### src/core/cursor_pkg.sv
// shared constants for the waveform cursor control block
package cursor_pkg;

  // ----------------------------------------------------------------
  // waveform record geometry
  // ----------------------------------------------------------------
  localparam int unsigned PT_W = 9;
  localparam logic [PT_W-1:0] FIRST_POINT = 9'h000;
  localparam logic [PT_W-1:0] LAST_POINT = 9'h1FF;
  // graticule right edge coincides with the last stored point
  localparam logic [PT_W-1:0] GRAT_RIGHT = LAST_POINT;
  localparam int unsigned SAMPLE_W = 10;
  localparam int unsigned COORD_W = SAMPLE_W + 1;

  // ----------------------------------------------------------------
  // readout placement
  // ----------------------------------------------------------------
  localparam logic [3:0] READOUT_ROW = 4'hF;
  localparam logic [3:0] ROW_BLANK = 4'h0;

  // ----------------------------------------------------------------
  // keypad bit positions
  // ----------------------------------------------------------------
  localparam int unsigned KEY_N = 10;
  localparam int unsigned K_C1_RIGHT = 0;
  localparam int unsigned K_C1_LEFT = 1;
  localparam int unsigned K_C2_RIGHT = 2;
  localparam int unsigned K_C2_LEFT = 3;
  localparam int unsigned K_C1_ON = 4;
  localparam int unsigned K_DUAL = 5;
  localparam int unsigned K_OFF = 6;
  localparam int unsigned K_GROUND = 7;
  localparam int unsigned K_AMP = 8;
  localparam int unsigned K_TIME = 9;

  // ----------------------------------------------------------------
  // cursor modes and measurement kinds
  // ----------------------------------------------------------------
  typedef enum logic [2:0] {
    CRS_OFF = 3'b001,
    CRS_ONE = 3'b010,
    CRS_TWO = 3'b100
  } crs_mode_e;

  localparam logic MEAS_AMPLITUDE = 1'b0;
  localparam logic MEAS_TIME = 1'b1;

  // ----------------------------------------------------------------
  // key hold timing
  // ----------------------------------------------------------------
  localparam int unsigned CLK_HZ = 125_000_000;
  localparam int unsigned HOLD_DELAY_MS = 400;
  localparam int unsigned REPEAT_START_MS = 100;
  localparam int unsigned REPEAT_MIN_MS = 10;
  localparam int unsigned HOLD_CYCLES = HOLD_DELAY_MS * (CLK_HZ / 1000);
  localparam int unsigned REPEAT_START_CYCLES = REPEAT_START_MS * (CLK_HZ / 1000);
  localparam int unsigned REPEAT_MIN_CYCLES = REPEAT_MIN_MS * (CLK_HZ / 1000);
  // each repeat shortens the interval by one part in two to the ACCEL_SHIFT
  localparam int unsigned ACCEL_SHIFT = 3;

endpackage : cursor_pkg

### src/core/key_repeat.sv
// one positioning key: single step on press, accelerating repeat on hold
`timescale 1ns/1ps
`default_nettype none

module key_repeat
#(
  parameter int unsigned HOLD_CYCLES = cursor_pkg::HOLD_CYCLES,
  parameter int unsigned START_CYCLES = cursor_pkg::REPEAT_START_CYCLES,
  parameter int unsigned MIN_CYCLES = cursor_pkg::REPEAT_MIN_CYCLES
)
(
  // clock and reset
  input wire logic clk_i,
  input wire logic reset_i,
  // synchronised key level and step pulse
  input wire logic key_i,
  output logic step_o
);
  import cursor_pkg::*;

  logic held_r;
  logic [31:0] count_r;
  logic [31:0] interval_r;
  logic [31:0] shorter;

  always_comb
  begin
    // at least one cycle off, so short intervals still speed up
    shorter = interval_r - ((interval_r >> ACCEL_SHIFT) | 32'h1);
  end

  // ----------------------------------------------------------------
  // step and repeat timing
  // ----------------------------------------------------------------
  always_ff @(posedge clk_i or posedge reset_i)
  begin
    if (reset_i)
    begin
      held_r <= 1'b0;
      count_r <= 32'h0;
      interval_r <= 32'h0;
      step_o <= 1'b0;
    end
    else if (!key_i)
    begin
      held_r <= 1'b0;
      count_r <= 32'h0;
      step_o <= 1'b0;
    end
    else if (!held_r)
    begin
      held_r <= 1'b1;
      step_o <= 1'b1;
      count_r <= 32'(HOLD_CYCLES - 1);
      interval_r <= 32'(START_CYCLES);
    end
    else if (count_r == 32'h0)
    begin
      step_o <= 1'b1;
      count_r <= interval_r - 32'h1;
      interval_r <= (shorter > 32'(MIN_CYCLES)) ? shorter : 32'(MIN_CYCLES);
    end
    else
    begin
      step_o <= 1'b0;
      count_r <= count_r - 32'h1;
    end
  end

endmodule : key_repeat

`default_nettype wire

### src/core/waveform_cursor_control.sv
// two-cursor positioning, readout and measurement span for a stored waveform
//
// Contract
// - first cursor starts leftmost, else last position
// - coordinates shown on row 15 when active
// - first cursor right; warn at last point
// - first cursor left; warn at first point
// - first press moves exactly one point
// - held key repeats, speeding up over time
// - release stops motion immediately
// - dual key: second cursor, delta readout
// - second never before first; warn, zero delta
// - second cursor right; warn at graticule edge
// - off keeps positions for later reactivation
// - first cursor pushes second cursor along
// - measurements use cursor status and positions
// - ground key captures trace level reference
// - single cursor absolute readout; none blank
// - span: all, first-to-end, or between cursors
`timescale 1ns/1ps
`default_nettype none

module waveform_cursor_control
#(
  parameter int unsigned HOLD_CYCLES = cursor_pkg::HOLD_CYCLES,
  parameter int unsigned START_CYCLES = cursor_pkg::REPEAT_START_CYCLES,
  parameter int unsigned MIN_CYCLES = cursor_pkg::REPEAT_MIN_CYCLES
)
(
  // clock and reset
  input wire logic clk_i,
  input wire logic reset_i,
  // keypad pins, active high levels
  input wire logic first_cursor_step_right_i,
  input wire logic first_cursor_step_left_i,
  input wire logic second_cursor_step_right_i,
  input wire logic second_cursor_step_left_i,
  input wire logic first_cursor_enable_i,
  input wire logic dual_cursor_enable_i,
  input wire logic cursors_off_i,
  input wire logic ground_set_i,
  input wire logic amplitude_measure_i,
  input wire logic time_measure_i,
  // stored waveform access
  output logic [cursor_pkg::PT_W-1:0] sample_addr_o,
  input wire logic signed [cursor_pkg::SAMPLE_W-1:0] sample_data_i,
  input wire logic signed [cursor_pkg::SAMPLE_W-1:0] vertical_zero_reference_i,
  input wire logic signed [cursor_pkg::SAMPLE_W-1:0] trace_level_i,
  // cursor state
  output logic [cursor_pkg::PT_W-1:0] first_cursor_pos_o,
  output logic [cursor_pkg::PT_W-1:0] second_cursor_pos_o,
  output logic first_cursor_on_o,
  output logic second_cursor_on_o,
  output logic cursor_limit_warning_o,
  // readout
  output logic [3:0] readout_row_o,
  output logic readout_delta_o,
  output logic signed [cursor_pkg::COORD_W-1:0] vertical_cursor_coordinate_o,
  output logic [cursor_pkg::PT_W-1:0] horizontal_cursor_coordinate_o,
  // measurement request
  output logic measure_start_o,
  output logic measure_kind_o,
  output logic [cursor_pkg::PT_W-1:0] span_first_o,
  output logic [cursor_pkg::PT_W-1:0] span_last_o,
  output logic signed [cursor_pkg::SAMPLE_W-1:0] ground_ref_o
);
  import cursor_pkg::*;

  // ----------------------------------------------------------------
  // keypad synchronisers and edge detect
  // ----------------------------------------------------------------
  logic [KEY_N-1:0] keys_pin;
  logic [KEY_N-1:0] keys_meta_r;
  logic [KEY_N-1:0] keys_sync_r;
  logic [KEY_N-1:0] keys_prev_r;
  logic [KEY_N-1:0] keys_rise;

  always_comb
  begin
    keys_pin = '0;
    keys_pin[K_C1_RIGHT] = first_cursor_step_right_i;
    keys_pin[K_C1_LEFT] = first_cursor_step_left_i;
    keys_pin[K_C2_RIGHT] = second_cursor_step_right_i;
    keys_pin[K_C2_LEFT] = second_cursor_step_left_i;
    keys_pin[K_C1_ON] = first_cursor_enable_i;
    keys_pin[K_DUAL] = dual_cursor_enable_i;
    keys_pin[K_OFF] = cursors_off_i;
    keys_pin[K_GROUND] = ground_set_i;
    keys_pin[K_AMP] = amplitude_measure_i;
    keys_pin[K_TIME] = time_measure_i;
  end

  always_ff @(posedge clk_i or posedge reset_i)
  begin
    if (reset_i)
    begin
      keys_meta_r <= '0;
      keys_sync_r <= '0;
      keys_prev_r <= '0;
    end
    else
    begin
      keys_meta_r <= keys_pin;
      keys_sync_r <= keys_meta_r;
      keys_prev_r <= keys_sync_r;
    end
  end

  assign keys_rise = keys_sync_r & ~keys_prev_r;

  // ----------------------------------------------------------------
  // step generators, one per positioning key
  // ----------------------------------------------------------------
  logic step_c1_right;
  logic step_c1_left;
  logic step_c2_right;
  logic step_c2_left;

  key_repeat #(
    .HOLD_CYCLES(HOLD_CYCLES),
    .START_CYCLES(START_CYCLES),
    .MIN_CYCLES(MIN_CYCLES)
  ) u_rep_c1_right (
    .clk_i(clk_i),
    .reset_i(reset_i),
    .key_i(keys_sync_r[K_C1_RIGHT]),
    .step_o(step_c1_right)
  );

  key_repeat #(
    .HOLD_CYCLES(HOLD_CYCLES),
    .START_CYCLES(START_CYCLES),
    .MIN_CYCLES(MIN_CYCLES)
  ) u_rep_c1_left (
    .clk_i(clk_i),
    .reset_i(reset_i),
    .key_i(keys_sync_r[K_C1_LEFT]),
    .step_o(step_c1_left)
  );

  key_repeat #(
    .HOLD_CYCLES(HOLD_CYCLES),
    .START_CYCLES(START_CYCLES),
    .MIN_CYCLES(MIN_CYCLES)
  ) u_rep_c2_right (
    .clk_i(clk_i),
    .reset_i(reset_i),
    .key_i(keys_sync_r[K_C2_RIGHT]),
    .step_o(step_c2_right)
  );

  key_repeat #(
    .HOLD_CYCLES(HOLD_CYCLES),
    .START_CYCLES(START_CYCLES),
    .MIN_CYCLES(MIN_CYCLES)
  ) u_rep_c2_left (
    .clk_i(clk_i),
    .reset_i(reset_i),
    .key_i(keys_sync_r[K_C2_LEFT]),
    .step_o(step_c2_left)
  );

  // ----------------------------------------------------------------
  // cursor mode
  // ----------------------------------------------------------------
  crs_mode_e mode_r;

  always_ff @(posedge clk_i or posedge reset_i)
  begin
    if (reset_i)
      mode_r <= CRS_OFF;
    else if (keys_rise[K_OFF])
      mode_r <= CRS_OFF;
    else if (keys_rise[K_DUAL])
      mode_r <= CRS_TWO;
    else if (keys_rise[K_C1_ON] && mode_r == CRS_OFF)
      mode_r <= CRS_ONE;
  end

  // ----------------------------------------------------------------
  // cursor positions, one step applied per cycle
  // ----------------------------------------------------------------
  logic [PT_W-1:0] c1_r;
  logic [PT_W-1:0] c2_r;
  logic [PT_W-1:0] c1_nxt;
  logic [PT_W-1:0] c2_nxt;
  logic warn_nxt;
  logic c1_act;
  logic c2_act;

  assign c1_act = (mode_r != CRS_OFF);
  assign c2_act = (mode_r == CRS_TWO);

  always_comb
  begin
    c1_nxt = c1_r;
    c2_nxt = c2_r;
    warn_nxt = 1'b0;
    if (c1_act && step_c1_right)
    begin
      if (c1_r != LAST_POINT)
        c1_nxt = c1_r + 9'h001;
      warn_nxt = (c1_nxt == LAST_POINT);
      if (c2_r < c1_nxt)
        c2_nxt = c1_nxt;
    end
    else if (c1_act && step_c1_left)
    begin
      if (c1_r != FIRST_POINT)
        c1_nxt = c1_r - 9'h001;
      warn_nxt = (c1_nxt == FIRST_POINT);
    end
    else if (c2_act && step_c2_right)
    begin
      if (c2_r != GRAT_RIGHT)
        c2_nxt = c2_r + 9'h001;
      warn_nxt = (c2_nxt == GRAT_RIGHT);
    end
    else if (c2_act && step_c2_left)
    begin
      if (c2_r > c1_r)
        c2_nxt = c2_r - 9'h001;
      warn_nxt = (c2_nxt == c1_r);
    end
  end

  always_ff @(posedge clk_i or posedge reset_i)
  begin
    if (reset_i)
    begin
      c1_r <= FIRST_POINT;
      c2_r <= FIRST_POINT;
      cursor_limit_warning_o <= 1'b0;
    end
    else
    begin
      c1_r <= c1_nxt;
      c2_r <= c2_nxt;
      cursor_limit_warning_o <= warn_nxt;
    end
  end

  always_ff @(posedge clk_i or posedge reset_i)
  begin
    if (reset_i)
    begin
      first_cursor_pos_o <= FIRST_POINT;
      second_cursor_pos_o <= FIRST_POINT;
      first_cursor_on_o <= 1'b0;
      second_cursor_on_o <= 1'b0;
    end
    else
    begin
      first_cursor_pos_o <= c1_nxt;
      second_cursor_pos_o <= c2_nxt;
      first_cursor_on_o <= c1_act;
      second_cursor_on_o <= c2_act;
    end
  end

  // ----------------------------------------------------------------
  // cursor sample fetch, alternating between the two cursors
  // ----------------------------------------------------------------
  logic fetch_sel_r;
  logic fetch_sel_d_r;
  logic signed [SAMPLE_W-1:0] lvl1_r;
  logic signed [SAMPLE_W-1:0] lvl2_r;

  always_ff @(posedge clk_i or posedge reset_i)
  begin
    if (reset_i)
    begin
      fetch_sel_r <= 1'b0;
      fetch_sel_d_r <= 1'b0;
      sample_addr_o <= FIRST_POINT;
      lvl1_r <= '0;
      lvl2_r <= '0;
    end
    else
    begin
      fetch_sel_r <= ~fetch_sel_r;
      fetch_sel_d_r <= fetch_sel_r;
      sample_addr_o <= fetch_sel_r ? c2_r : c1_r;
      if (fetch_sel_d_r)
        lvl2_r <= sample_data_i;
      else
        lvl1_r <= sample_data_i;
    end
  end

  // ----------------------------------------------------------------
  // coordinate readout
  // ----------------------------------------------------------------
  always_ff @(posedge clk_i or posedge reset_i)
  begin
    if (reset_i)
    begin
      readout_row_o <= ROW_BLANK;
      readout_delta_o <= 1'b0;
      vertical_cursor_coordinate_o <= '0;
      horizontal_cursor_coordinate_o <= FIRST_POINT;
    end
    else
    begin
      case (mode_r)
        CRS_ONE:
        begin
          readout_row_o <= READOUT_ROW;
          readout_delta_o <= 1'b0;
          vertical_cursor_coordinate_o <= COORD_W'(lvl1_r) - COORD_W'(vertical_zero_reference_i);
          horizontal_cursor_coordinate_o <= c1_r;
        end
        CRS_TWO:
        begin
          readout_row_o <= READOUT_ROW;
          readout_delta_o <= 1'b1;
          vertical_cursor_coordinate_o <= COORD_W'(lvl2_r) - COORD_W'(lvl1_r);
          horizontal_cursor_coordinate_o <= c2_r - c1_r;
        end
        default:
        begin
          readout_row_o <= ROW_BLANK;
          readout_delta_o <= 1'b0;
          vertical_cursor_coordinate_o <= '0;
          horizontal_cursor_coordinate_o <= FIRST_POINT;
        end
      endcase
    end
  end

  // ----------------------------------------------------------------
  // ground reference
  // ----------------------------------------------------------------
  always_ff @(posedge clk_i or posedge reset_i)
  begin
    if (reset_i)
      ground_ref_o <= '0;
    else if (keys_rise[K_GROUND])
      ground_ref_o <= trace_level_i;
  end

  // ----------------------------------------------------------------
  // measurement request with cursor span
  // ----------------------------------------------------------------
  always_ff @(posedge clk_i or posedge reset_i)
  begin
    if (reset_i)
    begin
      measure_start_o <= 1'b0;
      measure_kind_o <= MEAS_AMPLITUDE;
      span_first_o <= FIRST_POINT;
      span_last_o <= LAST_POINT;
    end
    else if (keys_rise[K_AMP] || keys_rise[K_TIME])
    begin
      measure_start_o <= 1'b1;
      measure_kind_o <= keys_rise[K_AMP] ? MEAS_AMPLITUDE : MEAS_TIME;
      case (mode_r)
        CRS_ONE:
        begin
          span_first_o <= c1_r;
          span_last_o <= LAST_POINT;
        end
        CRS_TWO:
        begin
          span_first_o <= c1_r;
          span_last_o <= c2_r;
        end
        default:
        begin
          span_first_o <= FIRST_POINT;
          span_last_o <= LAST_POINT;
        end
      endcase
    end
    else
      measure_start_o <= 1'b0;
  end

endmodule : waveform_cursor_control

`default_nettype wire

### config.mk
export PLATFORM = sky130hd
export DESIGN_NAME = waveform_cursor_control
export DESIGN_NICKNAME = d
export VERILOG_FILES = /design/src/core/cursor_pkg.sv /design/src/core/key_repeat.sv /design/src/core/waveform_cursor_control.sv
export SDC_FILE = /design/constraint.sdc
export NUM_CORES = 1
export LEC_CHECK = 0
export ABC_CLOCK_PERIOD_IN_PS = 8150
export BUFFER_PORTS_ARGS = -buffer_cell sky130_fd_sc_hd__buf_2
export CORE_AREA = 2 2 174 347
export DETAILED_ROUTE_END_ITERATION = 8
export DIE_AREA = 0 0 176 349
export PLACE_DENSITY = 0.73
export REMOVE_ABC_BUFFERS = 1
export SLEW_MARGIN = 20
export SYNTH_ARGS = -nofsm -noshare
export SYNTH_HDL_FRONTEND = slang
export SYNTH_HIERARCHICAL = 1
export SYNTH_SLANG_ARGS = --single-unit
### constraint.sdc
create_clock -name clk_i -period 8.15 [get_ports clk_i]
set_input_delay 0.815 -clock clk_i [delete_from_list [all_inputs] [get_ports clk_i]]
set_output_delay 0.815 -clock clk_i [all_outputs]
set_load 0.03 [all_outputs]
### Word-level counts from Yosys, hierarchy flattened

Index checks and enable logic that the tools add are counted.

| storage, ports and cells | value |
|---|---|
| memories kept | 0 |
| bits in registers | 404 |
| logic and storage cells | 180 |
| bits in read-only memories | 0 |
| bits of input ports | 42 |
| memory bits (writable) | 0 |
| latch bits | 0 |

| cells by class | value |
|---|---|
| multiplexer cells | 77 |
| bitwise logic cells | 3 |
| $lt $le $gt $ge | 6 |
| eq/ne operators | 15 |
| shifts and indexed selects | 0 |
| $mul | 0 |
| $add $sub $neg | 19 |
| div/mod/pow operators | 0 |
| reduce and logical (&&, ||, !) cells | 21 |

Operator list:

| kind | number |
|---|---|
| $mux W32 | 24 |
| $sub A32 B1 Y32 const B | 8 |
| $mux W9 | 24 |
| $gt A32 B21 Y1 const B | 4 |
| $logic_not A32 Y1 | 4 |
| $sub A32 B29 Y32 | 4 |
| $mux W1 | 23 |
| $pmux W11 S2 | 1 |
| $sub A10 B10 Y11 | 2 |
| $add A9 B1 Y9 const B | 2 |
| $eq A9 B9 Y1 const B | 2 |
| $ne A9 B9 Y1 const B | 2 |
| $pmux W9 S2 | 1 |
| $sub A9 B1 Y9 const B | 2 |
| $and A10 B10 Y10 | 1 |
| $ne A2 B2 Y1 const B | 5 |
| $not A10 Y10 | 1 |
| $eq A9 B9 Y1 | 1 |
| $gt A9 B9 Y1 | 1 |
| $logic_not A9 Y1 | 1 |
| $lt A9 B9 Y1 | 1 |
| $mux W3 | 3 |
| $reduce_bool A9 Y1 | 1 |
| $sub A9 B9 Y9 | 1 |
| 14 further kinds | 22 |

### Logic depth before layout (Yosys ltp)

Gate-level depths: netlist of run 1.

| depth | value |
|---|---|
| depth in word-level cells | 11 |
| mapped depth | 17 |
| mapped depth without buffers | 14 |

### By module

The synthesis of run 1 kept the hierarchy.

By module, submodules not included:

| module | area an instance (um^2) | sequential area each (um^2) | cells each | instances |
|---|---|---|---|---|
| key_repeat (u_rep_c1_right ...) | 5426.5 | 1651.6 | 687 | 2 |
| waveform_cursor_control | 7342.0 | 3315.7 | 735 | 1 |
| key_repeat (u_rep_c2_right) | 5605.4 | 1651.6 | 688 | 1 |
| key_repeat (u_rep_c1_left) | 5430.2 | 1651.6 | 687 | 1 |

### Worst setup path after synthesis of run 1

Ideal clock, no wire load.

| timing path | value |
|---|---|
| kind | flip-flop to flip-flop |
| from | register u_rep_c1_left.count_r[15] |
| to | register u_rep_c1_left.count_r[28] |
| library setup time | 0.132 ns |
| clock period less this slack | 3.683 ns |
| path slack | 4.467 ns |
| arrival | 3.551 ns |
| stages on the path, launching flop included | 17 |
| cells stage by stage | dfrtp_1 > nor3_1 > and4_1 > and4b_1 > clkbuf_1 > clkbuf_1 > clkbuf_1 > a21oi_1 > ha_1 > nand2_1 > a2111oi_4 > o211ai_2 > or2_1 > or3b_4 > nor3_2 > xor2_1 > nor2_1 |

| between the ends | value |
|---|---|
| word-level cells in the longest chain between the ends | 4 |
| elaborated cells on any way between the ends | 5 |
| those cells by class | 1 x add/sub; 3 x mux; 1 x reduce/logical |

RTL lines:

| item | RTL line | source |
|---|---|---|
| start, declared | key_repeat.sv:22 | `logic [31:0] count_r;` |
| start signal, assigned | key_repeat.sv:54 | `count_r <= 32'(HOLD_CYCLES - 1);` |
| start signal, assigned | key_repeat.sv:60 | `count_r <= interval_r - 32'h1;` |
| start signal, assigned | key_repeat.sv:66 | `count_r <= count_r - 32'h1;` |
| $sub A32 B1 Y32 / $logic_not A32 Y1 (equally long branches) | key_repeat.sv:66, key_repeat.sv:57 |  |
| $mux W32 * | key_repeat.sv:57 | `else if (count_r == 32'h0)` |
| $mux W32 * | key_repeat.sv:50 | `else if (!held_r)` |
| $mux W32 * | key_repeat.sv:44 | `else if (!key_i)` |

Every way passes the cells marked *; elsewhere a longest branch is shown, timed or not.
A chain may end at the register's enable or synchronous reset.

### Worst setup path after layout of run 1

| timing path | value |
|---|---|
| from | register u_rep_c1_left.interval_r[15] |
| to | register u_rep_c1_left.interval_r[1] |

| between the ends | value |
|---|---|
| word-level cells in the longest chain between the ends | 5 |

RTL lines:

| item | RTL line | source |
|---|---|---|
| start, declared | key_repeat.sv:23 | `logic [31:0] interval_r;` |
| start signal, assigned | key_repeat.sv:55 | `interval_r <= 32'(START_CYCLES);` |
| start signal, assigned | key_repeat.sv:61 | `interval_r <= (shorter > 32'(MIN_CYCLES)) ? shorter : 32'(MIN_CYCLES);` |
| $sub A32 B29 Y32 | key_repeat.sv:29 | `shorter = interval_r - ((interval_r >> ACCEL_SHIFT) \| 32'h1);` |
| $gt A32 B21 Y1 | key_repeat.sv:61 |  |
| $mux W32 | key_repeat.sv:61 |  |
| $mux W32 | key_repeat.sv:57 |  |
| $mux W32 | key_repeat.sv:50 |  |

No other way between the ends. The select of a mux whose other input is x is not followed.

==> results.tsv, run 1 <==
stage	metric	value	unit
worst_setup_path	path_buf_inv	1	
worst_setup_path	r2r_cells	12	
yosys	synth.yosys.seq_area_share	33.9	%
sta	rsz0062_at_grt	no	
cts	cts_buffers	38	
finish	regArea	9920	µm²
route	drc	0	
worst_setup_path	critPathKind	flop to flop	
route	vias	27864	
worst_setup_path	ff2ff_setup_slack	3.09	ns
outcome	status	finished clean	
finish	syn_to_final_growth	8.52	%
global_route	grt_max_degree	75	
yosys	synthCells	3484	
cts	hold_buffers	0	
route	avgRoutedWirePerCell	20.8	µm
global_route	grt_util_all_layers	28.6	%
die	die_h	349	µm
sta	setup_violations	0	
sta	period_share	62.1	%
sta	hold_viol	0	
yosys	synth_edf_count	0	
yosys	synthArstFlopShare	100	%
global_route	grt_pass1_vias	28057	
cts	cts-root-buf	clkbuf_16	
yosys	avgSynthCellArea	8.39	µm²
sta	fmax	198	MHz
placement	io_buffers	126	
worst_setup_path	crit_start	u_rep_c1_left/interval_r[15]	
finish	nFillCells	5457	
die	coreArea	58800	µm²
finish	antenna-diode-count	0	
placement	dpl.hpwl	68.9	mm
pwr	p_leak	0.0135	µW
finish	fin_nets	3736	
flow_run	maxCapViolCount	0	
cts	clk_path_buf_depth	3	
worst_setup_path	cp.arrival	5.46	ns
sta	min_period	5.06	ns
global_route	grt_first_pass_wirelength	142	mm
yosys	ys_types	111	
sta	worst_slack	3.09	ns
route	drtAntennaViolNets	0	
finish	multi_input_area	17800	µm²
die	die_w	176	µm
yosys	yosysWarnings	6	
pwr	ir_drop	0.000203	V
worst_setup_path	max_stage_delay	0.87	ns
finish	postLayoutCellArea	31700	µm²
worst_setup_path	crit_path_max_fanout	12	
pwr	power.density	189	nW/µm²
route	first_pass_iters	6	
placement	place_area	30300	µm²
sta	tightest_slew	1.08	ns
worst_setup_path	critical_path.top_delay_family	simple AND/OR/NAND/NOR gates	
placement	dpl_worst_slack	3.34	ns
sta	slew_violations	0	
route	drt-total-wl	89.8	mm
global_route	grt-ovfl-total	0	
sta	finalSetupTns	0	ns
yosys	ys_seq_elements	396	
die	start_util	49.7	%
sta	slew_headroom	27.5	%
global_route	antenna_found_initial	0	
sta	skew	0.0210	ns
sta	whs	0.349	ns
finish	drive_above_1_share	9.56	%
cts	post_cts_buffers	0	
route	drt_iter0_drc	2097	
worst_setup_path	slowest_stage	nor4_1	
worst_setup_path	worstSetupEndpointType	flop	
worst_setup_path	timing.critical_path.required	8.55	ns
cts	clock_sinks	396	
cts	cts_resized	0	
worst_setup_path	r2r-start	u_rep_c1_left/interval_r[15]	
cts	htree_levels	2	
worst_setup_path	path_cells	inv_1 -> ha_1 -> nand4_1 -> or2_1 -> nor4_1 -> o21ai_1 -> o211a_1 -> a211oi_1 -> nor4b_1 -> o2111ai_1 -> nand2_1 -> o22ai_1	
worst_setup_path	cp.depth	12	
min_path	hold_path.class	flop to flop	
cts	insertion_delay	0.56	ns
cts	clk_pin_slew	0.07	ns
yosys	synth_flop_cell	dfrtp_1	
route	routed_via_density	6.45	
die	core.rowCount	126	
worst_setup_path	crit_path_start_kind	flop	
cts	cts_tree	done	
die	io_pins	127	
worst_setup_path	r2r-end	u_rep_c1_left/interval_r[1]	
worst_setup_path	endpoint	u_rep_c1_left/interval_r[1]	
placement	gp_congestion	0.968	
yosys	synth_area	29200	µm²
die	dieArea	61400	µm²
-- sequential cells by signal (all words and copies together), names as in the netlist, 11 cells and up --
signal / cells
u_rep_c1_left/count_r: 32
u_rep_c1_left/interval_r: 32
u_rep_c1_right/count_r: 32
u_rep_c1_right/interval_r: 32
u_rep_c2_left/count_r: 32
u_rep_c2_left/interval_r: 32
u_rep_c2_right/count_r: 32
u_rep_c2_right/interval_r: 32
vertical_cursor_coordinate_o: 11
-- cell type report --
type                    instances  area share, %
inverters                     202           2.41
repair buffers                155           2.67
clock inverters                18          0.891
multi-input cells            2733           56.2
flip-flops and latches        396           31.3
well taps                     768           3.03
clock buffers                  51           3.47
-- cells in the final DEF, fill, tap and decap left out, drive strengths merged, types with 57 or more instances in the layout --
| master | n |
|---|---|
| nor2 | 290 |
| a21o | 78 |
| o21ai | 254 |
| buf | 155 |
| xnor2 | 137 |
| ha | 161 |
| xor2 | 71 |
| nand2 | 296 |
| nor3 | 110 |
| a31oi | 57 |
| nand3 | 82 |
| a21oi | 390 |
| dfrtp | 386 |
| inv | 201 |
-- per-layer routing --
layer	vias to the layer above	wire, µm	part of all wire [%]	track usage (%)
met5	-	0	0	0
met4	0	7060	7.9	21.0
met3	426	3670	4.1	3.07
met2	1076	48600	54	55.6
met1	13479	30400	34	27.2
li1	12883	-	-	-
-- report_power, final --
part / internal (µW) / leakage [µW] / total, µW / switching (µW)
clock network: 1180 / 0.000683 / 1980 / 804
registers: 2120 / 0.00492 / 2340 / 219
logic: 576 / 0.00786 / 1670 / 1090
-- metrics by stage --
step	util (%)	power [µW]	std cells
6_report	53.9	5990	4323
2_1_floorplan	-	3460	3331
4_1_cts	53.9	5990	4323
5_1_grt	53.9	6260	4323
3_3_place_gp	51.6	3980	4254
3_5_place_dp	51.6	4000	4254
-- Yosys cell counts, types with 11 or more instances --
cell type | number | area share (%)
nand2_1 | 293 | 3.8
o21a_1 | 38 | 0.98
nor2b_1 | 37 | 0.79
o2111ai_1 | 15 | 0.45
and2_1 | 21 | 0.45
and3_1 | 21 | 0.45
a21oi_1 | 388 | 6.6
a31oi_1 | 57 | 1.2
mux2i_1 | 11 | 0.38
mux2_2 | 28 | 1.1
o211ai_1 | 21 | 0.54
or4_1 | 12 | 0.31
dfrtp_1 | 386 | 33
a21o_1 | 78 | 2.0
nor2_1 | 290 | 3.7
o31a_1 | 13 | 0.39
a22o_1 | 12 | 0.36
clkbuf_1 | 90 | 1.2
nand2b_1 | 21 | 0.45
xor2_1 | 71 | 2.1
o22ai_1 | 44 | 0.94
or2_1 | 12 | 0.26
nand4b_1 | 11 | 0.33
a22oi_1 | 11 | 0.28
a211oi_1 | 45 | 1.2
o21ai_1 | 49 | 0.84
o21ai_0 | 205 | 3.5
or2_2 | 11 | 0.24
nand3_1 | 81 | 1.4
ha_1 | 161 | 6.9
a21boi_0 | 15 | 0.39
nor3b_1 | 11 | 0.28
o21bai_1 | 18 | 0.46
o22a_1 | 12 | 0.36
and4_1 | 15 | 0.45
nor3_1 | 106 | 1.8
nor4_1 | 44 | 0.94
buf_2 | 39 | 0.67
nand4_1 | 48 | 1.0
o31ai_1 | 16 | 0.41
o211a_1 | 16 | 0.55
xnor2_1 | 137 | 4.1
inv_1 | 197 | 2.5
or3_1 | 27 | 0.58
nor4b_1 | 15 | 0.45
-- worst min-delay path by stage --
stage,from,endpoint,slack [ns],cells after the start
2_1_floorplan,keys_meta_r[0],keys_sync_r[0],0.33,0
3_3_place_gp,keys_meta_r[1],keys_sync_r[1],0.33,0
3_5_place_dp,keys_meta_r[0],keys_sync_r[0],0.34,0
4_1_cts,first_cursor_enable_i,keys_meta_r[4],0.34,1
5_1_grt,first_cursor_enable_i,keys_meta_r[4],0.34,1
6_report,keys_meta_r[2],keys_sync_r[2],0.35,0
-- cell families after synthesis --
| group | after synthesis | share of synthesized area, % |
|---|---|---|
| xor+xnor | 208 | 6.23 |
| buf+inv | 355 | 5.03 |
| fa+ha+maj | 168 | 7.37 |
| mux | 39 | 1.46 |
| compound gates | 1194 | 26.3 |
| simple gates | 1124 | 19.6 |
| flops | 396 | 33.9 |
No activity file was read; power rests on OpenSTA's default activity.
==> run 2, diff against run 1 <==
--- a/config.mk
+++ b/config.mk
@@ -5,12 +5,12 @@
 export SDC_FILE = /design/constraint.sdc
 export NUM_CORES = 1
 export LEC_CHECK = 0
-export ABC_CLOCK_PERIOD_IN_PS = 8150
+export ABC_CLOCK_PERIOD_IN_PS = 4600
 export BUFFER_PORTS_ARGS = -buffer_cell sky130_fd_sc_hd__buf_2
 export CORE_AREA = 2 2 174 347
 export DETAILED_ROUTE_END_ITERATION = 8
 export DIE_AREA = 0 0 176 349
-export PLACE_DENSITY = 0.73
+export PLACE_DENSITY = 0.75
 export REMOVE_ABC_BUFFERS = 1
 export SLEW_MARGIN = 20
 export SYNTH_ARGS = -nofsm -noshare
==> constraint.sdc (replaced) <==
create_clock -name clk_i -period 4.6 [get_ports clk_i]
set_input_delay 0.46 -clock clk_i [delete_from_list [all_inputs] [get_ports clk_i]]
set_output_delay 0.46 -clock clk_i [all_outputs]
set_load 0.03 [all_outputs]
==> run 2 against run 1 <==
  * First-iteration DRC count decreased by 25%
  * Wire length shrank 0.26%
  * Power rose by 76%
  * Via count up 0.38%
  * Final area is 0.66% higher
==> results.tsv, run 2 (synthesized netlist as in run 1, its figures left out) <==
stage	metric	value	unit	change
finish	fin_nets	3768		+0.86%
finish	nFillCells	5439		-0.33%
sta	fmax	225	MHz	+14%
finish	final_common_cell	a21oi_1		
cts	post_cts_buffers	0		unchanged
global_route	grt_pass1_vias	28391		+1.2%
worst_setup_path	worstSetupEndpointType	flop		
worst_setup_path	crit_start	u_rep_c1_left/interval_r[15]		
finish	antenna-diode-count	0		unchanged
die	core.rowCount	126		unchanged
placement	dpl.hpwl	69.3	mm	+0.63%
die	start_util	49.7	%	unchanged
flow_run	maxCapViolCount	0		unchanged
finish	drive_above_1_share	10.2	%	+0.66 points
global_route	antenna_found_initial	0		unchanged
global_route	grt_max_degree	97		+29%
sta	hold_viol	0		unchanged
global_route	grt-ovfl-total	0		unchanged
route	drt-total-wl	89.6	mm	-0.26%
die	io_pins	127		unchanged
worst_setup_path	timing.critical_path.required	5.01	ns	-3.54 ns
placement	dpl_worst_slack	0.125	ns	-3.22 ns
worst_setup_path	ff2ff_setup_slack	0.16	ns	-2.93 ns
sta	rsz0062_at_grt	no		
cts	cts-root-buf	clkbuf_16		
pwr	power.density	330	nW/µm²	+75%
global_route	grt_first_pass_wirelength	142	mm	+0.22%
sta	finalSetupTns	0	ns	unchanged
worst_setup_path	crit_path_start_kind	flop		
min_path	hold_start	second_cursor_step_right_i		
placement	io_buffers	126		unchanged
worst_setup_path	slowest_stage	nor4_1		
worst_setup_path	r2r-start	u_rep_c1_left/interval_r[15]		
pwr	p_leak	0.0136	µW	+0.78%
cts	clk_path_buf_depth	3		unchanged
die	coreArea	58800	µm²	unchanged
route	drt_iter0_drc	1578		-25%
cts	htree_levels	2		unchanged
sta	period_share	96.5	%	+34 points
cts	clock_sinks	396		unchanged
route	vias	27971		+0.38%
sta	slew_violations	0		unchanged
route	avgRoutedWirePerCell	20.6	µm	-1.0%
worst_setup_path	crit_path_max_fanout	12		unchanged
sta	tightest_slew	1.02	ns	-0.0577 ns
sta	setup_violations	0		unchanged
global_route	grt_util_all_layers	28.6	%	-0.030 points
route	routed_via_density	6.42		-0.38%
worst_setup_path	critPathKind	flop to flop		
worst_setup_path	cp.arrival	4.85	ns	-0.61 ns
die	die_h	349	µm	unchanged
sta	slew_headroom	29.9	%	+2.4 points
worst_setup_path	path_cells	inv_1 -> ha_1 -> nand4_1 -> or2_1 -> nor4_1 -> o21ai_1 -> o211a_1 -> a211oi_1 -> nor4b_1 -> o2111ai_1 -> buf_4 -> nand2_1 -> o22ai_1		
route	first_pass_iters	7		+1
die	dieArea	61400	µm²	unchanged
route	drtAntennaViolNets	0		unchanged
pwr	ir_drop	0.000254	V	+25%
cts	insertion_delay	0.57	ns	about the same
sta	skew	0.0296	ns	+0.00863 ns
outcome	status	finished clean		
worst_setup_path	max_stage_delay	0.76	ns	-0.11 ns
sta	min_period	4.44	ns	-0.619 ns
placement	gp_congestion	0.954		-1.4%
cts	cts_buffers	39		+2.6%
die	die_w	176	µm	unchanged
cts	cts_tree	done		
finish	mostFrequentLayoutCells	388 x a21oi_1, 386 x dfrtp_1, 293 x nand2_1		
cts	clk_pin_slew	0.07	ns	about the same
min_path	hold_path.class	input pin to flop		
finish	syn_to_final_growth	9.23	%	
route	drc	0		unchanged
sta	worst_slack	0.161	ns	-2.93 ns
[run 2: critical path, delay by kind of cell, from the launching register on]
family	cells	cell delay [ns]
AND/OR/NAND/NOR	5	1.90
AO/OA/AOI/OAI	5	1.13
flip-flops	1	0.48
adder cells (fa/ha/maj)	1	0.47
buffers and inverters	2	0.33
[run 2: per-stage QoR]
step	total power (µW)	hold slack [ns]	util [%]	instances	cell area, µm²
floorplan	6140	0.331	-	3331	28500
global placement	7080	0.332	51.9	4276	30500
detailed placement	7130	0.335	51.9	4276	30500
CTS	10500	0.00612	54.3	4356	31900
global route	11000	0.0246	54.3	4356	31900
finish	10500	0.0240	54.3	4356	31900
[run 2: cell type report]
type / instances / area [µm²] / area share [%]
Clock buffer: 42 / 1010 / 3.15
Clock inverter: 29 / 328 / 1.03
Inverter: 202 / 763 / 2.39
Multi-Input combinational cell: 2733 / 17800 / 55.9
Sequential cell: 396 / 9920 / 31.1
Tap cell: 768 / 961 / 3.01
Timing Repair Buffer: 186 / 1100 / 3.46
[run 2: timing repair]
action	in CTS	in global routing
setup endpoints to repair	0	23
endpoints found under the hold margin	9	0
hold buffers	9	0
gates resized for setup	0	1
[run 2: worst paths after layout]
check / end / cells after the start
max reg2reg: u_rep_c1_left/interval_r[1] / 13
max in group asynchronous: mode_r[0] / 3
min in group asynchronous: u_rep_c2_left/interval_r[4] / 2
max: u_rep_c1_left/interval_r[1] / 13
min reg2reg: keys_sync_r[2] / 0
min: keys_meta_r[2] / 1
[run 2: layer usage]
| layer | part of all wire (%) | routed length [µm] | track usage [%] | up-vias |
|---|---|---|---|---|
| li1 | - | - | - | 12959 |
| met1 | 34 | 30200 | 26.8 | 13463 |
| met2 | 55 | 48900 | 56.1 | 1094 |
| met3 | 3.8 | 3360 | 2.73 | 455 |
| met4 | 8.0 | 7150 | 21.3 | 0 |
| met5 | 0 | 0 | 0 | - |
[run 2: report_power, final]
| part | switching, µW | total, µW | internal, µW | leakage [µW] |
|---|---|---|---|---|
| combinational | 2010 | 3080 | 1070 | 0.00801 |
| clock | 1530 | 3390 | 1850 | 0.000645 |
| sequential | 316 | 4070 | 3760 | 0.00492 |
==> run 3, diff against run 2 <==
--- a/config.mk
+++ b/config.mk
@@ -7,12 +7,12 @@
 export LEC_CHECK = 0
 export ABC_CLOCK_PERIOD_IN_PS = 4600
 export BUFFER_PORTS_ARGS = -buffer_cell sky130_fd_sc_hd__buf_2
-export CORE_AREA = 2 2 174 347
+export CORE_AREA = 2 2 258 235
 export DETAILED_ROUTE_END_ITERATION = 8
-export DIE_AREA = 0 0 176 349
+export DIE_AREA = 0 0 260 237
 export PLACE_DENSITY = 0.75
 export REMOVE_ABC_BUFFERS = 1
-export SLEW_MARGIN = 20
+export SLEW_MARGIN = 10
 export SYNTH_ARGS = -nofsm -noshare
 export SYNTH_HDL_FRONTEND = slang
 export SYNTH_HIERARCHICAL = 1
==> run 3 against run 2 <==
  * Largest power group unchanged
  * Power increased by 2.8%
  * Non-clock buffer count decreased by 11
  * Count of clock-buffer cells in the layout increased by 15
  * Combinational power decreased by 5%
  * Sequential power about the same
  * Highest routed layer unchanged
  * Global-route usage decreased by 2.8 points
  * Sequential cell count unchanged
  * Wire length decreased by 10%
  * Die area increased by 0.32%
  * Setup slack improved by 0.35 ns
==> results.tsv, run 3 (synthesized netlist as in run 1, its figures left out) <==
stage	metric	value	unit	change
outcome	status	finished clean		
global_route	grt_first_pass_wirelength	133	mm	-6.7%
global_route	grt_pass1_vias	25575		-9.9%
placement	io_buffers	126		unchanged
sta	finalSetupTns	0	ns	unchanged
pwr	power.density	337	nW/µm²	+2.2%
route	drt_iter0_drc	3197		+100%
min_path	hold_path.class	input pin to flop		
route	drc	0		unchanged
cts	insertion_delay	0.58	ns	about the same
sta	skew	0.0120	ns	-0.0176 ns
worst_setup_path	cp.arrival	4.53	ns	-0.32 ns
route	wl_met3	6.53	mm	+94%
worst_setup_path	r2r-end	u_rep_c2_left/interval_r[1]		
sta	rsz0062_at_grt	no		
worst_setup_path	crit_path_start_kind	flop		
worst_setup_path	r2r_cells	13		unchanged
finish	final_core_util	54.4	%	+0.087 points
die	dieArea	61600	µm²	+0.32%
global_route	antenna_found_initial	1		+1
placement	dp_cells	4282		+0.14%
sta	min_period	4.09	ns	-0.348 ns
global_route	grt_max_degree	67		-31%
cts	cts_buffers	44		+13%
finish	syn_to_final_growth	9.82	%	
worst_setup_path	r2r-start	u_rep_c2_left/interval_r[15]		
pwr	combPwrFrac	26.9	%	-2.3 points
sta	slew_violations	0		unchanged
sta	period_share	88.9	%	-7.6 points
cts	cts-root-buf	clkbuf_16		
cts	cts_tree	done		
pwr	ir_drop	0.000239	V	-6.1%
die	die_w	260	µm	+48%
sta	hold_viol	0		unchanged
cts	cts_resized	0		unchanged
finish	instances_no_fill	4370		+0.32%
placement	dpl.hpwl	60.4	mm	-13%
pwr	p_leak	0.0137	µW	+0.61%
pwr	clkPwrFrac	35.4	%	+3.3 points
route	avgRoutedWirePerCell	18.4	µm	-10%
min_path	min_path_cells	1		unchanged
route	top_layer_used	met4		
worst_setup_path	crit_path_max_fanout	12		unchanged
die	start_util	49.5	%	-0.19 points
pwr	seqPwrFrac	37.6	%	-1.0 points
route	drt-total-wl	80.6	mm	-10%
finish	mostFrequentLayoutCells	388 x a21oi_1, 386 x dfrtp_1, 293 x nand2_1		
die	die_h	237	µm	-32%
die	io_pins	127		unchanged
die	coreArea	59000	µm²	+0.38%
route	first_pass_iters	6		-1
cts	clk_pin_slew	0.06	ns	about the same
min_path	hold_start	first_cursor_step_left_i		
pwr	netSwitchingFraction	33.9	%	-2.7 points
cts	htree_levels	2		unchanged
worst_setup_path	worstSetupEndpointType	flop		
finish	final_common_cell	a21oi_1		
sta	slew_headroom	31.2	%	+1.2 points
finish	nFillCells	5396		-0.79%
cts	clock_sinks	396		unchanged
worst_setup_path	ff2ff_setup_slack	0.51	ns	+0.35 ns
sta	tightest_slew	1.03	ns	+0.00671 ns
finish	antenna-diode-count	0		unchanged
route	vias	27280		-2.5%
finish	fin_nets	3762		-0.16%
route	dr_wl_met2	34.7	mm	-29%
cts	clk_path_buf_depth	3		unchanged
cts	post_cts_buffers	0		unchanged
route	m1WireLength	38.0	mm	+26%
sta	setup_violations	0		unchanged
global_route	grt_util_all_layers	25.8	%	-2.8 points
sta	fmax	244	MHz	+8.5%
placement	gp_congestion	0.946		-0.92%
min_path	holdPathEnd	keys_meta_r[1]		
route	drtAntennaViolNets	0		unchanged
worst_setup_path	timing.critical_path.required	5.04	ns	+0.03 ns
pwr	p_int	7160	µW	+7.2%
worst_setup_path	critPathKind	flop to flop		
die	core.rowCount	85		-33%
global_route	grt-ovfl-total	0		unchanged
finish	drive_above_1_share	10.1	%	-0.081 points
cts	hold_buffers	7		-2
pwr	power_switching	3670	µW	-4.9%
flow_run	maxCapViolCount	0		unchanged
route	routed_via_density	6.24		-2.8%
run 3: changes by cell type in the layout (fill, tap and decap cells not counted), moves of 2 or more:
cell,change
buf_4,-9
bufinv_16,+4
clkbuf_1,+4
clkbuf_16,+6
clkbuf_8,+5
clkinv_2,+3
clkinv_4,-6
clkinv_8,-3
clkinvlp_4,-3
dlygate4sd3_1,-2
run 3: final cells by class:
cell class | count | area (µm²) | share of cell area, %
clock inverter | 24 | 337 | 1.05
tap | 783 | 980 | 3.05
sequential | 396 | 9920 | 30.9
inverter | 202 | 763 | 2.38
timing repair buffer | 175 | 1020 | 3.16
multi-input combinational | 2733 | 17800 | 55.6
clock buffer | 57 | 1240 | 3.87
run 3: worst max-delay path by stage:
| stage | start | endpoint | slack (ns) |
|---|---|---|---|
| finish | u_rep_c2_left/interval_r[15] | u_rep_c2_left/interval_r[1] | 0.51 |
| global route | u_rep_c2_left/interval_r[15] | u_rep_c2_left/interval_r[1] | 0.10 |
| CTS | u_rep_c2_left/interval_r[15] | u_rep_c2_left/interval_r[1] | 0.58 |
| detailed placement | u_rep_c2_left/interval_r[15] | u_rep_c2_left/interval_r[1] | 0.59 |
| global placement | first_cursor_pos_o[1] | second_cursor_pos_o[4] | 0.69 |
| floorplan | reset_i | cursor_limit_warning_o | 0.63 |
run 3: through the flow:
| stage | hold WS, ns | worst slack, ns | instance area, µm² | total power [µW] |
|---|---|---|---|---|
| final | 0.0182 | 0.508 | 32100 | 10800 |
| after global routing | 0.0168 | 0.101 | 32100 | 11400 |
| after CTS | 0.00357 | 0.581 | 32100 | 10900 |
| after detailed placement | 0.335 | 0.590 | 30400 | 6990 |
| after global placement | 0.333 | 0.690 | 30400 | 6960 |
| after floorplan | 0.331 | 0.631 | 28500 | 6140 |
run 3: layer usage:
| layer | vias up | GRT usage, % |
|---|---|---|
| met5 | - | 0 |
| met4 | 0 | 6.25 |
| met3 | 123 | 3.48 |
| met2 | 1168 | 38.7 |
| met1 | 13030 | 39.1 |
| li1 | 12959 | - |
run 3: power groups by stage:
| stage | clock network, µW | registers [µW] | logic [µW] |
|---|---|---|---|
| 6_report | 3830 | 4080 | 2920 |
| 5_1_grt | 4060 | 4110 | 3200 |
| 4_1_cts | 3910 | 4060 | 2900 |
| 3_5_place_dp | 0 | 4120 | 2870 |
| 3_3_place_gp | 0 | 4110 | 2850 |
| 2_1_floorplan | 0 | 4530 | 1610 |
run 3: critical path: stages, from the launching register on:
cell	delay, ns
dfrtp_1	0.48
inv_1	0.11
ha_1	0.50
nand4_1	0.19
or2_1	0.26
nor4_1	0.50
o21ai_1	0.19
o211a_1	0.29
a211oi_1	0.29
nor4b_1	0.42
o2111ai_1	0.18
buf_4	0.22
nand2_1	0.20
o22ai_1	0.12
